File: src/psp_pkg.sv
package psp_pkg;
  // Register offsets, byte addressing on the plain register port
  localparam logic [7:0] ADDR_DATA_PORT = 8'h08;
  localparam logic [7:0] ADDR_CTRL_PORT = 8'h09;
  localparam logic [7:0] ADDR_CORE_INT = 8'h0b;
  localparam logic [7:0] ADDR_PERIPH_FLAGS = 8'h0c;
  localparam logic [7:0] ADDR_DIR_STATUS = 8'h89;
  localparam logic [7:0] ADDR_DATA_DIR = 8'h88;
  localparam logic [7:0] ADDR_PERIPH_EN = 8'h8c;
  localparam logic [7:0] ADDR_ANALOG_CFG = 8'h9f;
  // Field positions
  localparam int BIT_IBF = 7;
  localparam int BIT_OBF = 6;
  localparam int BIT_INPUT_OVERFLOW = 5;
  localparam int BIT_MODE = 4;
  localparam int BIT_IRQ = 7;
  localparam int BIT_GIE = 7;
  localparam int BIT_PEIE = 6;
  // Reset values
  localparam logic [2:0] CTRL_DIR_RESET = 3'h7;
  localparam logic [7:0] DATA_DIR_RESET = 8'hff;
  localparam logic [7:0] ZERO_BYTE = 8'h00;
  localparam logic [2:0] ANALOG_DIGITAL = 3'h7;
  // Phase clock: four core cycles per instruction cycle
  localparam logic [1:0] PHASE_TWO = 2'h1;
  localparam logic [1:0] PHASE_FOUR = 2'h3;

  typedef struct packed {
    logic [7:0] addr;
    logic [7:0] wdata;
    logic wr;
    logic rd;
  } psp_reg_req_t;

  typedef struct packed {
    logic cs_n;
    logic wr_n;
    logic rd_n;
  } psp_strobe_t;

  typedef enum logic [1:0] {
    PSP_IDLE,
    PSP_WAIT_Q2,
    PSP_WAIT_Q4
  } psp_done_state_t;
endpackage : psp_pkg

File: src/psp_done_seq.sv
`timescale 1ns/1ps
`default_nettype none
module psp_done_seq
  import psp_pkg::*;
(
  input wire logic i_clock,
  input wire logic i_arst_n,
  input wire logic i_end,
  input wire logic [1:0] i_phase,
  output logic o_fire
);
  psp_done_state_t state;
  // After a cycle ends, wait for the next phase two, then fire on phase four
  always_ff @(posedge i_clock or negedge i_arst_n) begin
    if (!i_arst_n) begin
      state <= PSP_IDLE;
      o_fire <= 1'b0;
    end else begin
      o_fire <= 1'b0;
      case (state)
        PSP_IDLE: if (i_end) state <= PSP_WAIT_Q2;
        PSP_WAIT_Q2: if (i_phase == PHASE_TWO) state <= PSP_WAIT_Q4;
        PSP_WAIT_Q4: begin
          if (i_phase == PHASE_FOUR) begin
            o_fire <= 1'b1;
            state <= PSP_IDLE;
          end
        end
        default: state <= PSP_IDLE;
      endcase
    end
  end
endmodule : psp_done_seq
`default_nettype wire

File: src/psp_sync.sv
`timescale 1ns/1ps
`default_nettype none
module psp_sync
  import psp_pkg::*;
(
  input wire logic i_clock,
  input wire logic i_arst_n,
  input wire psp_strobe_t i_async,
  output psp_strobe_t o_sync
);
  psp_strobe_t meta;
  // Idle strobes are high, so reset to the inactive level
  always_ff @(posedge i_clock or negedge i_arst_n) begin
    if (!i_arst_n) begin
      meta <= '1;
      o_sync <= '1;
    end else begin
      meta <= i_async;
      o_sync <= meta;
    end
  end
endmodule : psp_sync
`default_nettype wire

File: src/psp_top.sv
`timescale 1ns/1ps
`default_nettype none
module psp_top
  import psp_pkg::*;
(
  input wire logic i_clock,
  input wire logic i_arst_n,
  input wire logic [7:0] i_addr,
  input wire logic [7:0] i_wdata,
  input wire logic i_wr,
  input wire logic i_rd,
  output logic [7:0] o_rdata,
  input wire logic [7:0] i_data_pins,
  output logic [7:0] o_data_pins,
  output logic [7:0] o_data_oe,
  input wire logic [2:0] i_ctrl_pins,
  output logic [2:0] o_ctrl_pins,
  output logic [2:0] o_ctrl_oe,
  output logic o_irq
);
  // ------------------------------------------------------------
  // Registers
  // ------------------------------------------------------------
  psp_reg_req_t req;
  logic [7:0] out_latch;
  logic [7:0] in_latch;
  logic [7:0] data_dir;
  logic [2:0] ctrl_dir;
  logic [2:0] ctrl_latch;
  logic [2:0] analog_cfg;
  logic slave_port_mode;
  logic input_buffer_full;
  logic output_buffer_full;
  logic input_overflow;
  logic slave_port_irq_flag;
  logic slave_port_irq_enable;
  logic [7:0] periph_flags_other;
  logic [7:0] periph_en_other;
  logic [7:0] core_int;
  logic [1:0] phase;
  psp_strobe_t pins_raw;
  psp_strobe_t strb;
  logic wr_act;
  logic wr_act_d;
  logic rd_act;
  logic rd_act_d;
  logic wr_end;
  logic rd_end;
  logic wr_start;
  logic rd_start;
  logic wr_fire;
  logic rd_fire;
  logic fw_rd_data;
  logic fw_wr_data;

  assign req = '{addr: i_addr, wdata: i_wdata, wr: i_wr, rd: i_rd};

  function automatic logic hit(input psp_reg_req_t r, input logic [7:0] a);
    hit = (r.addr == a);
  endfunction : hit

  assign fw_rd_data = req.rd && hit(req, ADDR_DATA_PORT);
  assign fw_wr_data = req.wr && hit(req, ADDR_DATA_PORT);

  // ------------------------------------------------------------
  // Phase counter and strobe synchronisation
  // ------------------------------------------------------------
  always_ff @(posedge i_clock or negedge i_arst_n) begin
    if (!i_arst_n) phase <= 2'h0;
    else phase <= phase + 2'h1;
  end

  // Control pin 0 is read, 1 is write, 2 is chip select
  assign pins_raw = '{cs_n: i_ctrl_pins[2], wr_n: i_ctrl_pins[1],
                      rd_n: i_ctrl_pins[0]};

  psp_sync u_sync (
    .i_clock(i_clock),
    .i_arst_n(i_arst_n),
    .i_async(pins_raw),
    .o_sync(strb)
  );

  // Strobes only count in slave mode; level based detection
  assign wr_act = slave_port_mode && !strb.cs_n && !strb.wr_n;
  assign rd_act = slave_port_mode && !strb.cs_n && !strb.rd_n;

  always_ff @(posedge i_clock or negedge i_arst_n) begin
    if (!i_arst_n) begin
      wr_act_d <= 1'b0;
      rd_act_d <= 1'b0;
    end else begin
      wr_act_d <= wr_act;
      rd_act_d <= rd_act;
    end
  end

  assign wr_start = wr_act && !wr_act_d;
  assign rd_start = rd_act && !rd_act_d;
  assign wr_end = !wr_act && wr_act_d;
  assign rd_end = !rd_act && rd_act_d;

  psp_done_seq u_wr_done (
    .i_clock(i_clock),
    .i_arst_n(i_arst_n),
    .i_end(wr_end),
    .i_phase(phase),
    .o_fire(wr_fire)
  );

  psp_done_seq u_rd_done (
    .i_clock(i_clock),
    .i_arst_n(i_arst_n),
    .i_end(rd_end),
    .i_phase(phase),
    .o_fire(rd_fire)
  );

  // ------------------------------------------------------------
  // Data latches
  // ------------------------------------------------------------
  // Data pins are still sampled while write is low; the last sample
  // before the strobe rises is what the latch keeps.
  always_ff @(posedge i_clock or negedge i_arst_n) begin
    if (!i_arst_n) in_latch <= ZERO_BYTE;
    else if (wr_act) in_latch <= i_data_pins;
  end

  always_ff @(posedge i_clock or negedge i_arst_n) begin
    if (!i_arst_n) out_latch <= ZERO_BYTE;
    else if (fw_wr_data) out_latch <= req.wdata;
  end

  // ------------------------------------------------------------
  // Status flags
  // ------------------------------------------------------------
  always_ff @(posedge i_clock or negedge i_arst_n) begin
    if (!i_arst_n) input_buffer_full <= 1'b0;
    else if (!slave_port_mode) input_buffer_full <= 1'b0;
    else if (wr_fire) input_buffer_full <= 1'b1;
    else if (fw_rd_data) input_buffer_full <= 1'b0;
  end

  // Read start clears even if firmware writes the same cycle
  always_ff @(posedge i_clock or negedge i_arst_n) begin
    if (!i_arst_n) output_buffer_full <= 1'b0;
    else if (!slave_port_mode) output_buffer_full <= 1'b0;
    else if (rd_start) output_buffer_full <= 1'b0;
    else if (fw_wr_data) output_buffer_full <= 1'b1;
  end

  always_ff @(posedge i_clock or negedge i_arst_n) begin
    if (!i_arst_n) input_overflow <= 1'b0;
    else if (wr_start && input_buffer_full) input_overflow <= 1'b1;
    else if (req.wr && hit(req, ADDR_DIR_STATUS) && !req.wdata[BIT_INPUT_OVERFLOW])
      input_overflow <= 1'b0;
  end

  always_ff @(posedge i_clock or negedge i_arst_n) begin
    if (!i_arst_n) begin
      slave_port_mode <= 1'b0;
      ctrl_dir <= CTRL_DIR_RESET;
    end else if (req.wr && hit(req, ADDR_DIR_STATUS)) begin
      slave_port_mode <= req.wdata[BIT_MODE];
      ctrl_dir <= req.wdata[2:0];
    end
  end

  // Hardware set wins over a firmware clear in the same cycle
  always_ff @(posedge i_clock or negedge i_arst_n) begin
    if (!i_arst_n) slave_port_irq_flag <= 1'b0;
    else if (wr_fire || rd_fire) slave_port_irq_flag <= 1'b1;
    else if (req.wr && hit(req, ADDR_PERIPH_FLAGS))
      slave_port_irq_flag <= req.wdata[BIT_IRQ];
  end

  // ------------------------------------------------------------
  // Plain storage registers
  // ------------------------------------------------------------
  always_ff @(posedge i_clock or negedge i_arst_n) begin
    if (!i_arst_n) begin
      slave_port_irq_enable <= 1'b0;
      periph_flags_other <= ZERO_BYTE;
      periph_en_other <= ZERO_BYTE;
      core_int <= ZERO_BYTE;
      analog_cfg <= ANALOG_DIGITAL ^ ANALOG_DIGITAL;
      data_dir <= DATA_DIR_RESET;
      ctrl_latch <= CTRL_DIR_RESET ^ CTRL_DIR_RESET;
    end else if (req.wr) begin
      if (hit(req, ADDR_PERIPH_EN)) begin
        slave_port_irq_enable <= req.wdata[BIT_IRQ];
        periph_en_other <= {1'b0, req.wdata[6:0]};
      end
      if (hit(req, ADDR_PERIPH_FLAGS))
        periph_flags_other <= {1'b0, req.wdata[6:0]};
      if (hit(req, ADDR_CORE_INT)) core_int <= req.wdata;
      if (hit(req, ADDR_ANALOG_CFG)) analog_cfg <= req.wdata[2:0];
      if (hit(req, ADDR_DATA_DIR)) data_dir <= req.wdata;
      if (hit(req, ADDR_CTRL_PORT)) ctrl_latch <= req.wdata[2:0];
    end
  end

  // ------------------------------------------------------------
  // Read data, one cycle after the strobe
  // ------------------------------------------------------------
  always_ff @(posedge i_clock or negedge i_arst_n) begin
    if (!i_arst_n) o_rdata <= ZERO_BYTE;
    else if (req.rd) begin
      case (req.addr)
        ADDR_DATA_PORT: o_rdata <= slave_port_mode ? in_latch : i_data_pins;
        ADDR_CTRL_PORT: o_rdata <= {5'h00, i_ctrl_pins};
        ADDR_CORE_INT: o_rdata <= core_int;
        ADDR_PERIPH_FLAGS: o_rdata <= {slave_port_irq_flag,
                                       periph_flags_other[6:0]};
        ADDR_DIR_STATUS: o_rdata <= {input_buffer_full, output_buffer_full,
                                     input_overflow, slave_port_mode, 1'b0,
                                     ctrl_dir};
        ADDR_DATA_DIR: o_rdata <= data_dir;
        ADDR_PERIPH_EN: o_rdata <= {slave_port_irq_enable,
                                    periph_en_other[6:0]};
        ADDR_ANALOG_CFG: o_rdata <= {5'h00, analog_cfg};
        default: o_rdata <= ZERO_BYTE;
      endcase
    end else o_rdata <= ZERO_BYTE;
  end

  // ------------------------------------------------------------
  // Pins and interrupt
  // ------------------------------------------------------------
  // Drive follows synchronised strobes, so it lags the pins by three
  // clocks; an external reader must allow for that.
  always_ff @(posedge i_clock or negedge i_arst_n) begin
    if (!i_arst_n) begin
      o_data_pins <= ZERO_BYTE;
      o_data_oe <= ZERO_BYTE;
      o_ctrl_pins <= 3'h0;
      o_ctrl_oe <= 3'h0;
      o_irq <= 1'b0;
    end else begin
      o_data_pins <= out_latch;
      if (slave_port_mode) o_data_oe <= {8{rd_act}};
      else o_data_oe <= ~data_dir;
      o_ctrl_pins <= ctrl_latch;
      o_ctrl_oe <= slave_port_mode ? 3'h0 : ~ctrl_dir;
      o_irq <= slave_port_irq_flag && slave_port_irq_enable;
    end
  end

  // ------------------------------------------------------------
  // Checks
  // ------------------------------------------------------------
  property p_ibf_on_fire;
    @(posedge i_clock) disable iff (!i_arst_n)
      wr_fire && slave_port_mode |=> input_buffer_full;
  endproperty
  a_ibf_on_fire: assert property (p_ibf_on_fire)
    else $error("input full not set after write");

  property p_fire_phase;
    @(posedge i_clock) disable iff (!i_arst_n)
      wr_fire |-> $past(phase) == PHASE_FOUR;
  endproperty
  a_fire_phase: assert property (p_fire_phase)
    else $error("write done not on phase four");

  property p_fire_bound;
    @(posedge i_clock) disable iff (!i_arst_n)
      wr_end |-> ##[2:9] wr_fire;
  endproperty
  a_fire_bound: assert property (p_fire_bound)
    else $error("write done too late");

  // Read completion waits for phase two, then fires on phase four
  property p_rd_bound;
    @(posedge i_clock) disable iff (!i_arst_n)
      rd_end |-> ##[4:7] rd_fire;
  endproperty
  a_rd_bound: assert property (p_rd_bound)
    else $error("read done not on time");

  property p_irq_flag;
    @(posedge i_clock) disable iff (!i_arst_n)
      (wr_fire || rd_fire) |=> slave_port_irq_flag;
  endproperty
  a_irq_flag: assert property (p_irq_flag)
    else $error("irq flag not set");

  property p_obf_clear;
    @(posedge i_clock) disable iff (!i_arst_n)
      rd_start |=> !output_buffer_full;
  endproperty
  a_obf_clear: assert property (p_obf_clear)
    else $error("output full not cleared on read");

  property p_mode_off;
    @(posedge i_clock) disable iff (!i_arst_n)
      !slave_port_mode |=> !input_buffer_full && !output_buffer_full;
  endproperty
  a_mode_off: assert property (p_mode_off)
    else $error("full flag set outside slave mode");

  property p_ovf;
    @(posedge i_clock) disable iff (!i_arst_n)
      wr_start && input_buffer_full |=> input_overflow;
  endproperty
  a_ovf: assert property (p_ovf)
    else $error("overflow missed");

  property p_irq_out;
    @(posedge i_clock) disable iff (!i_arst_n)
      ##1 o_irq == $past(slave_port_irq_flag && slave_port_irq_enable);
  endproperty
  a_irq_out: assert property (p_irq_out)
    else $error("interrupt output mismatch");

  property p_ibf_hold;
    @(posedge i_clock) disable iff (!i_arst_n)
      input_buffer_full && slave_port_mode && !fw_rd_data |=>
        input_buffer_full;
  endproperty
  a_ibf_hold: assert property (p_ibf_hold)
    else $error("input full dropped without read");

  c_write: cover property (@(posedge i_clock) wr_fire);
  c_read: cover property (@(posedge i_clock) rd_fire);
  c_ovf: cover property (@(posedge i_clock) $rose(input_overflow));
endmodule : psp_top
`default_nettype wire

File: config.mk
export PLATFORM = sky130hd
export DESIGN_NAME = psp_top
export DESIGN_NICKNAME = d
export VERILOG_FILES = /design/src/psp_pkg.sv /design/src/psp_done_seq.sv /design/src/psp_sync.sv /design/src/psp_top.sv
export SDC_FILE = /design/constraint.sdc
export NUM_CORES = 1
export LEC_CHECK = 0
export ABC_AREA = 1
export BUFFER_PORTS_ARGS = -buffer_cell sky130_fd_sc_hd__buf_2
export CORE_AREA = 2 2 97 99
export CTS_BUF_LIST = sky130_fd_sc_hd__clkbuf_8
export DETAILED_ROUTE_END_ITERATION = 8
export DIE_AREA = 0 0 99 101
export HOLD_SLACK_MARGIN = 0.03
export PLACE_DENSITY = 0.73
export SYNTH_ARGS = -nofsm -noshare
export SYNTH_HDL_FRONTEND = slang
export SYNTH_SLANG_ARGS = --single-unit
File: constraint.sdc
create_clock -name i_clock -period 1.6 [get_ports i_clock]
set_input_delay 0.08 -clock i_clock [delete_from_list [all_inputs] [get_ports i_clock]]
set_output_delay 0.08 -clock i_clock [all_outputs]
set_load 0.05 [all_outputs]
==> run_results.csv <==
group,metric,value,unit
place,hpwl,6.755,mm
yosys,synthSimpleGateAreaFrac,20.80,%
yosys,synth_cells,455,
floorplanning,core_area,8977,sq um
yosys,ys_seq_area_share,62.02,%
global_route,grt_first_pass_wirelength,16.02,mm
power,p_switching,1519,uW
setup_path,path_delay_family,"flip-flops",
setup_path,reg2regPathDepth,5,
layout,layout_commonest_cell,"nand2_1",
setup_path,crit_arrival,1.55,ns
yosys,synthAdderAreaFrac,0.5698,%
timing,max_clock_freq,769.4,MHz
clocking,clock_latency,0.38,ns
timing,setup_viol,0,
timing,post-route-period-util,81.23,%
layout,layout-area-overhead-vs-synth,18.38,%
floorplanning,die_area,9999,sq um
layout,nFillCells,789,
worst_hold_path,worstHoldStart,"i_wdata[7]",
clocking,htreeDepth,3,
setup_path,timing.rr.start,"slave_port_mode$_DFFE_PN0N_",
layout,drive_above_1_share,22.65,%
yosys,synthMuxAreaShare,0,%
floorplanning,die_h,101,um
clocking,clockBufferDepth,2,
drt,drc,0,
setup_path,rr_endpoint,"in_latch[0]$_DFFE_PN0P_",
clocking,cts_made_buffers,9,
yosys,ys.flop_type,"dfrtp_1",
global_route,track_usage,20.63,%
power,swShare,28.89,%
drt,num_vias,3378,
power,internal-power,3738,uW
timing,period_minus_slack,1.300,ns
yosys,syn_area_per_cell,9.652,sq um
setup_path,crit_chain,"inv_2, nor3_2, inv_1, nand2_1, o21ai_0",
power,p_seq_share,57.9,%
status,outcome,"completed",
drt,drt-initial-drc-count,184,
timing,clock_skew,0.01184,ns
yosys,synth_fp_nets,488,
timing,drv_slew,0,
yosys,synth_top_area_share,51.85,%
yosys,synth_top_family_by_area,"simple AND/OR/NAND/NOR gates",
drt,wl_per_cell,14.81,um
yosys,yosysWarnings,0,
global_route,grt-ovfl-total,0,
worst_hold_path,whs_path_depth,3,
drt,wirelength,9.688,mm
place,portBuffers,61,
clocking,clk_pin_slew,0.11,ns
drt,dr.pass1.iters,4,
clocking,clockRootBuffer,"clkbuf_8",
yosys,synth.distinct_cells,28,
floorplanning,fp.dieW,99,um
timing,whs,0.04881,ns
setup_path,worstPathMaxFanout,19,
timing,setup_tns,0,ns
worst_hold_path,min_path_type,"input pin to flop",
yosys,ys_ff_latch,108,
power,comb_power_share,11.4,%
yosys,synth_compound_area_share,11.14,%
setup_path,cp_slowest_stage_delay,0.54,ns
timing,maxSlewHeadroom,67.11,%
yosys,synth_edf_count,0,
setup_path,path_class,"flop to flop",
setup_path,ff2ff_setup_slack,0.30,ns
setup_path,cpMaxStageDelayCell,"dfrtp_2",
job,cap_viol_max_count,0,
layout,diodes,0,
place,routabilityCongestion,0.7958,
drt,antenna_left,0,
floorplanning,initial_core_util,48.92,%
power,clkPwrFrac,30.7,%
yosys,synth-xor-area-share,0,%
timing,hold_viol,0,
global_route,antenna_found_initial,0,
setup_path,cp-end-kind,"flop",
layout,final_cell_mix,"nand2_1, dfrtp_1, nand3_1, buf_2, o21ai_0",
timing,tightest_slew,0.4922,ns
layout,design_area,5199,sq um
yosys,async_flop_share,100.0,%
floorplanning,ios,62,
floorplanning,row_count,35,
place,placed_area,4866,sq um
layout,nNetsFinal,571,
global_route,grt_max_degree,50,
yosys,synth_area_leaders,"dfrtp_1, dfstp_2, nand2_1",
layout,seqCellArea,2725,sq um
drt,avgViaCountPerCell,5.165,
setup_path,cp-start-kind,"flop",
clocking,cts_tree,"done",
power,ir_worst_vdd,0.0005105,V
power,power_per_cell_area,1011,nW/um^2
yosys,syn_area,4392,sq um
setup_path,path_buf_inv,2,
layout,multiInputGateArea,1428,sq um
worst_hold_path,min_to,"slave_port_irq_enable$_DFFE_PN0P_",
timing,rsz0062_at_grt,"no",
yosys,synth_top_area_cell,"dfrtp_1",
global_route,grt_pass1_vias,3247,
power,cellLeakagePower,0.002505,uW
setup_path,worstPathRequired,1.85,ns
clocking,clock-sinks,108,
==> what timing repair did <==
| item | CTS | global route |
|---|---|---|
| setup buffers | 0 | 0 |
| endpoints found under the setup margin | 0 | 8 |
| endpoints found under the hold margin | 91 | 0 |
| hold buffers | 14 | 0 |
| gates resized for setup | 0 | 1 |
==> metrics by stage <==
step                      power, uW  cells  worst slack, ns  utilization, %
final                          5257    654           0.3003           57.91
after global routing           5480    654          0.04204           57.91
after CTS                      5298    654           0.1528           57.90
after detailed placement       3674    624           0.1342           54.20
after global placement         3649    624           0.1636           54.20
after floorplan                3429    455           0.3986               -
==> flip-flops by register name, indices dropped and copies added, names as in the netlist, 7 cells and up <==
name                cells
core_int                8
data_dir                8
o_data_oe               8
periph_flags_other      7
periph_en_other         7
o_data_pins             8
out_latch               8
in_latch                8
o_rdata                 8
==> Yosys cell counts, types with 2 or more instances <==
library cell   n
inv_1         38
nor2_1        25
o21ai_1       10
dfrtp_1       91
nand2_1       93
o31ai_1        3
nand3_2        2
a21oi_1        5
buf_4          3
nand3_1       68
o21ai_0       48
nand2_2        2
o21a_1        18
inv_2          2
nor2_4         4
ha_1           2
nor2_2         3
dfstp_2       17
clkbuf_1       6
nor3_1         2
buf_2          6
==> worst max-delay path by stage <==
stage / startpoint / to / slack (ns) / cells past startpoint
finish: slave_port_mode$_DFFE_PN0N_ / in_latch[0]$_DFFE_PN0P_ / 0.30 / 5
global route: slave_port_mode$_DFFE_PN0N_ / in_latch[2]$_DFFE_PN0P_ / 0.04 / 4
CTS: slave_port_mode$_DFFE_PN0N_ / in_latch[2]$_DFFE_PN0P_ / 0.15 / 4
detailed placement: i_addr[5] / o_rdata[0]$_DFF_PN0_ / 0.13 / 9
global placement: i_addr[5] / o_rdata[0]$_DFF_PN0_ / 0.16 / 9
floorplan: slave_port_mode$_DFFE_PN0N_ / output_buffer_full$_DFFE_PN0P_ / 0.40 / 4
==> per-layer routing <==
layer	share of wire [%]	track usage [%]	wire [um]	up-vias
li1	-	-	-	1661
met1	46	28.96	4452	1605
met2	48	33.11	4640	97
met3	4.8	4.022	464	15
met4	1.4	5.796	131	0
met5	0	0	0	-
==> power by group through the flow <==
| stage | logic, uW | clock network (uW) | registers (uW) |
|---|---|---|---|
| 2_1_floorplan | 204 | 0 | 3230 |
| 3_3_place_gp | 561 | 0 | 3090 |
| 3_5_place_dp | 581 | 0 | 3090 |
| 4_1_cts | 605 | 1650 | 3050 |
| 5_1_grt | 663 | 1750 | 3070 |
| 6_report | 598 | 1610 | 3050 |
==> cell type report <==
class | instances | area share [%]
Clock buffer | 9 | 2.383
Multi-Input combinational cell | 290 | 27.46
Tap cell | 111 | 2.671
Inverter | 40 | 2.888
Clock inverter | 7 | 1.300
Timing Repair Buffer | 89 | 10.88
Sequential cell | 108 | 52.42
==> cells by family (layout without fill, tap and decap cells) <==
logic type / after synthesis / in the layout
buf+inv: 57 / 145
compound gates: 86 / 86
fa+ha+maj: 2 / 2
flops: 108 / 108
simple gates: 202 / 202
==> worst reg2reg max path: stages (launching register included) <==
cell and delay [ns]:
dfrtp_2 0.54, inv_2 0.08, nor3_2 0.15, inv_1 0.21
nand2_1 0.10, o21ai_0 0.09
No activity file was read; power rests on OpenSTA's default activity.
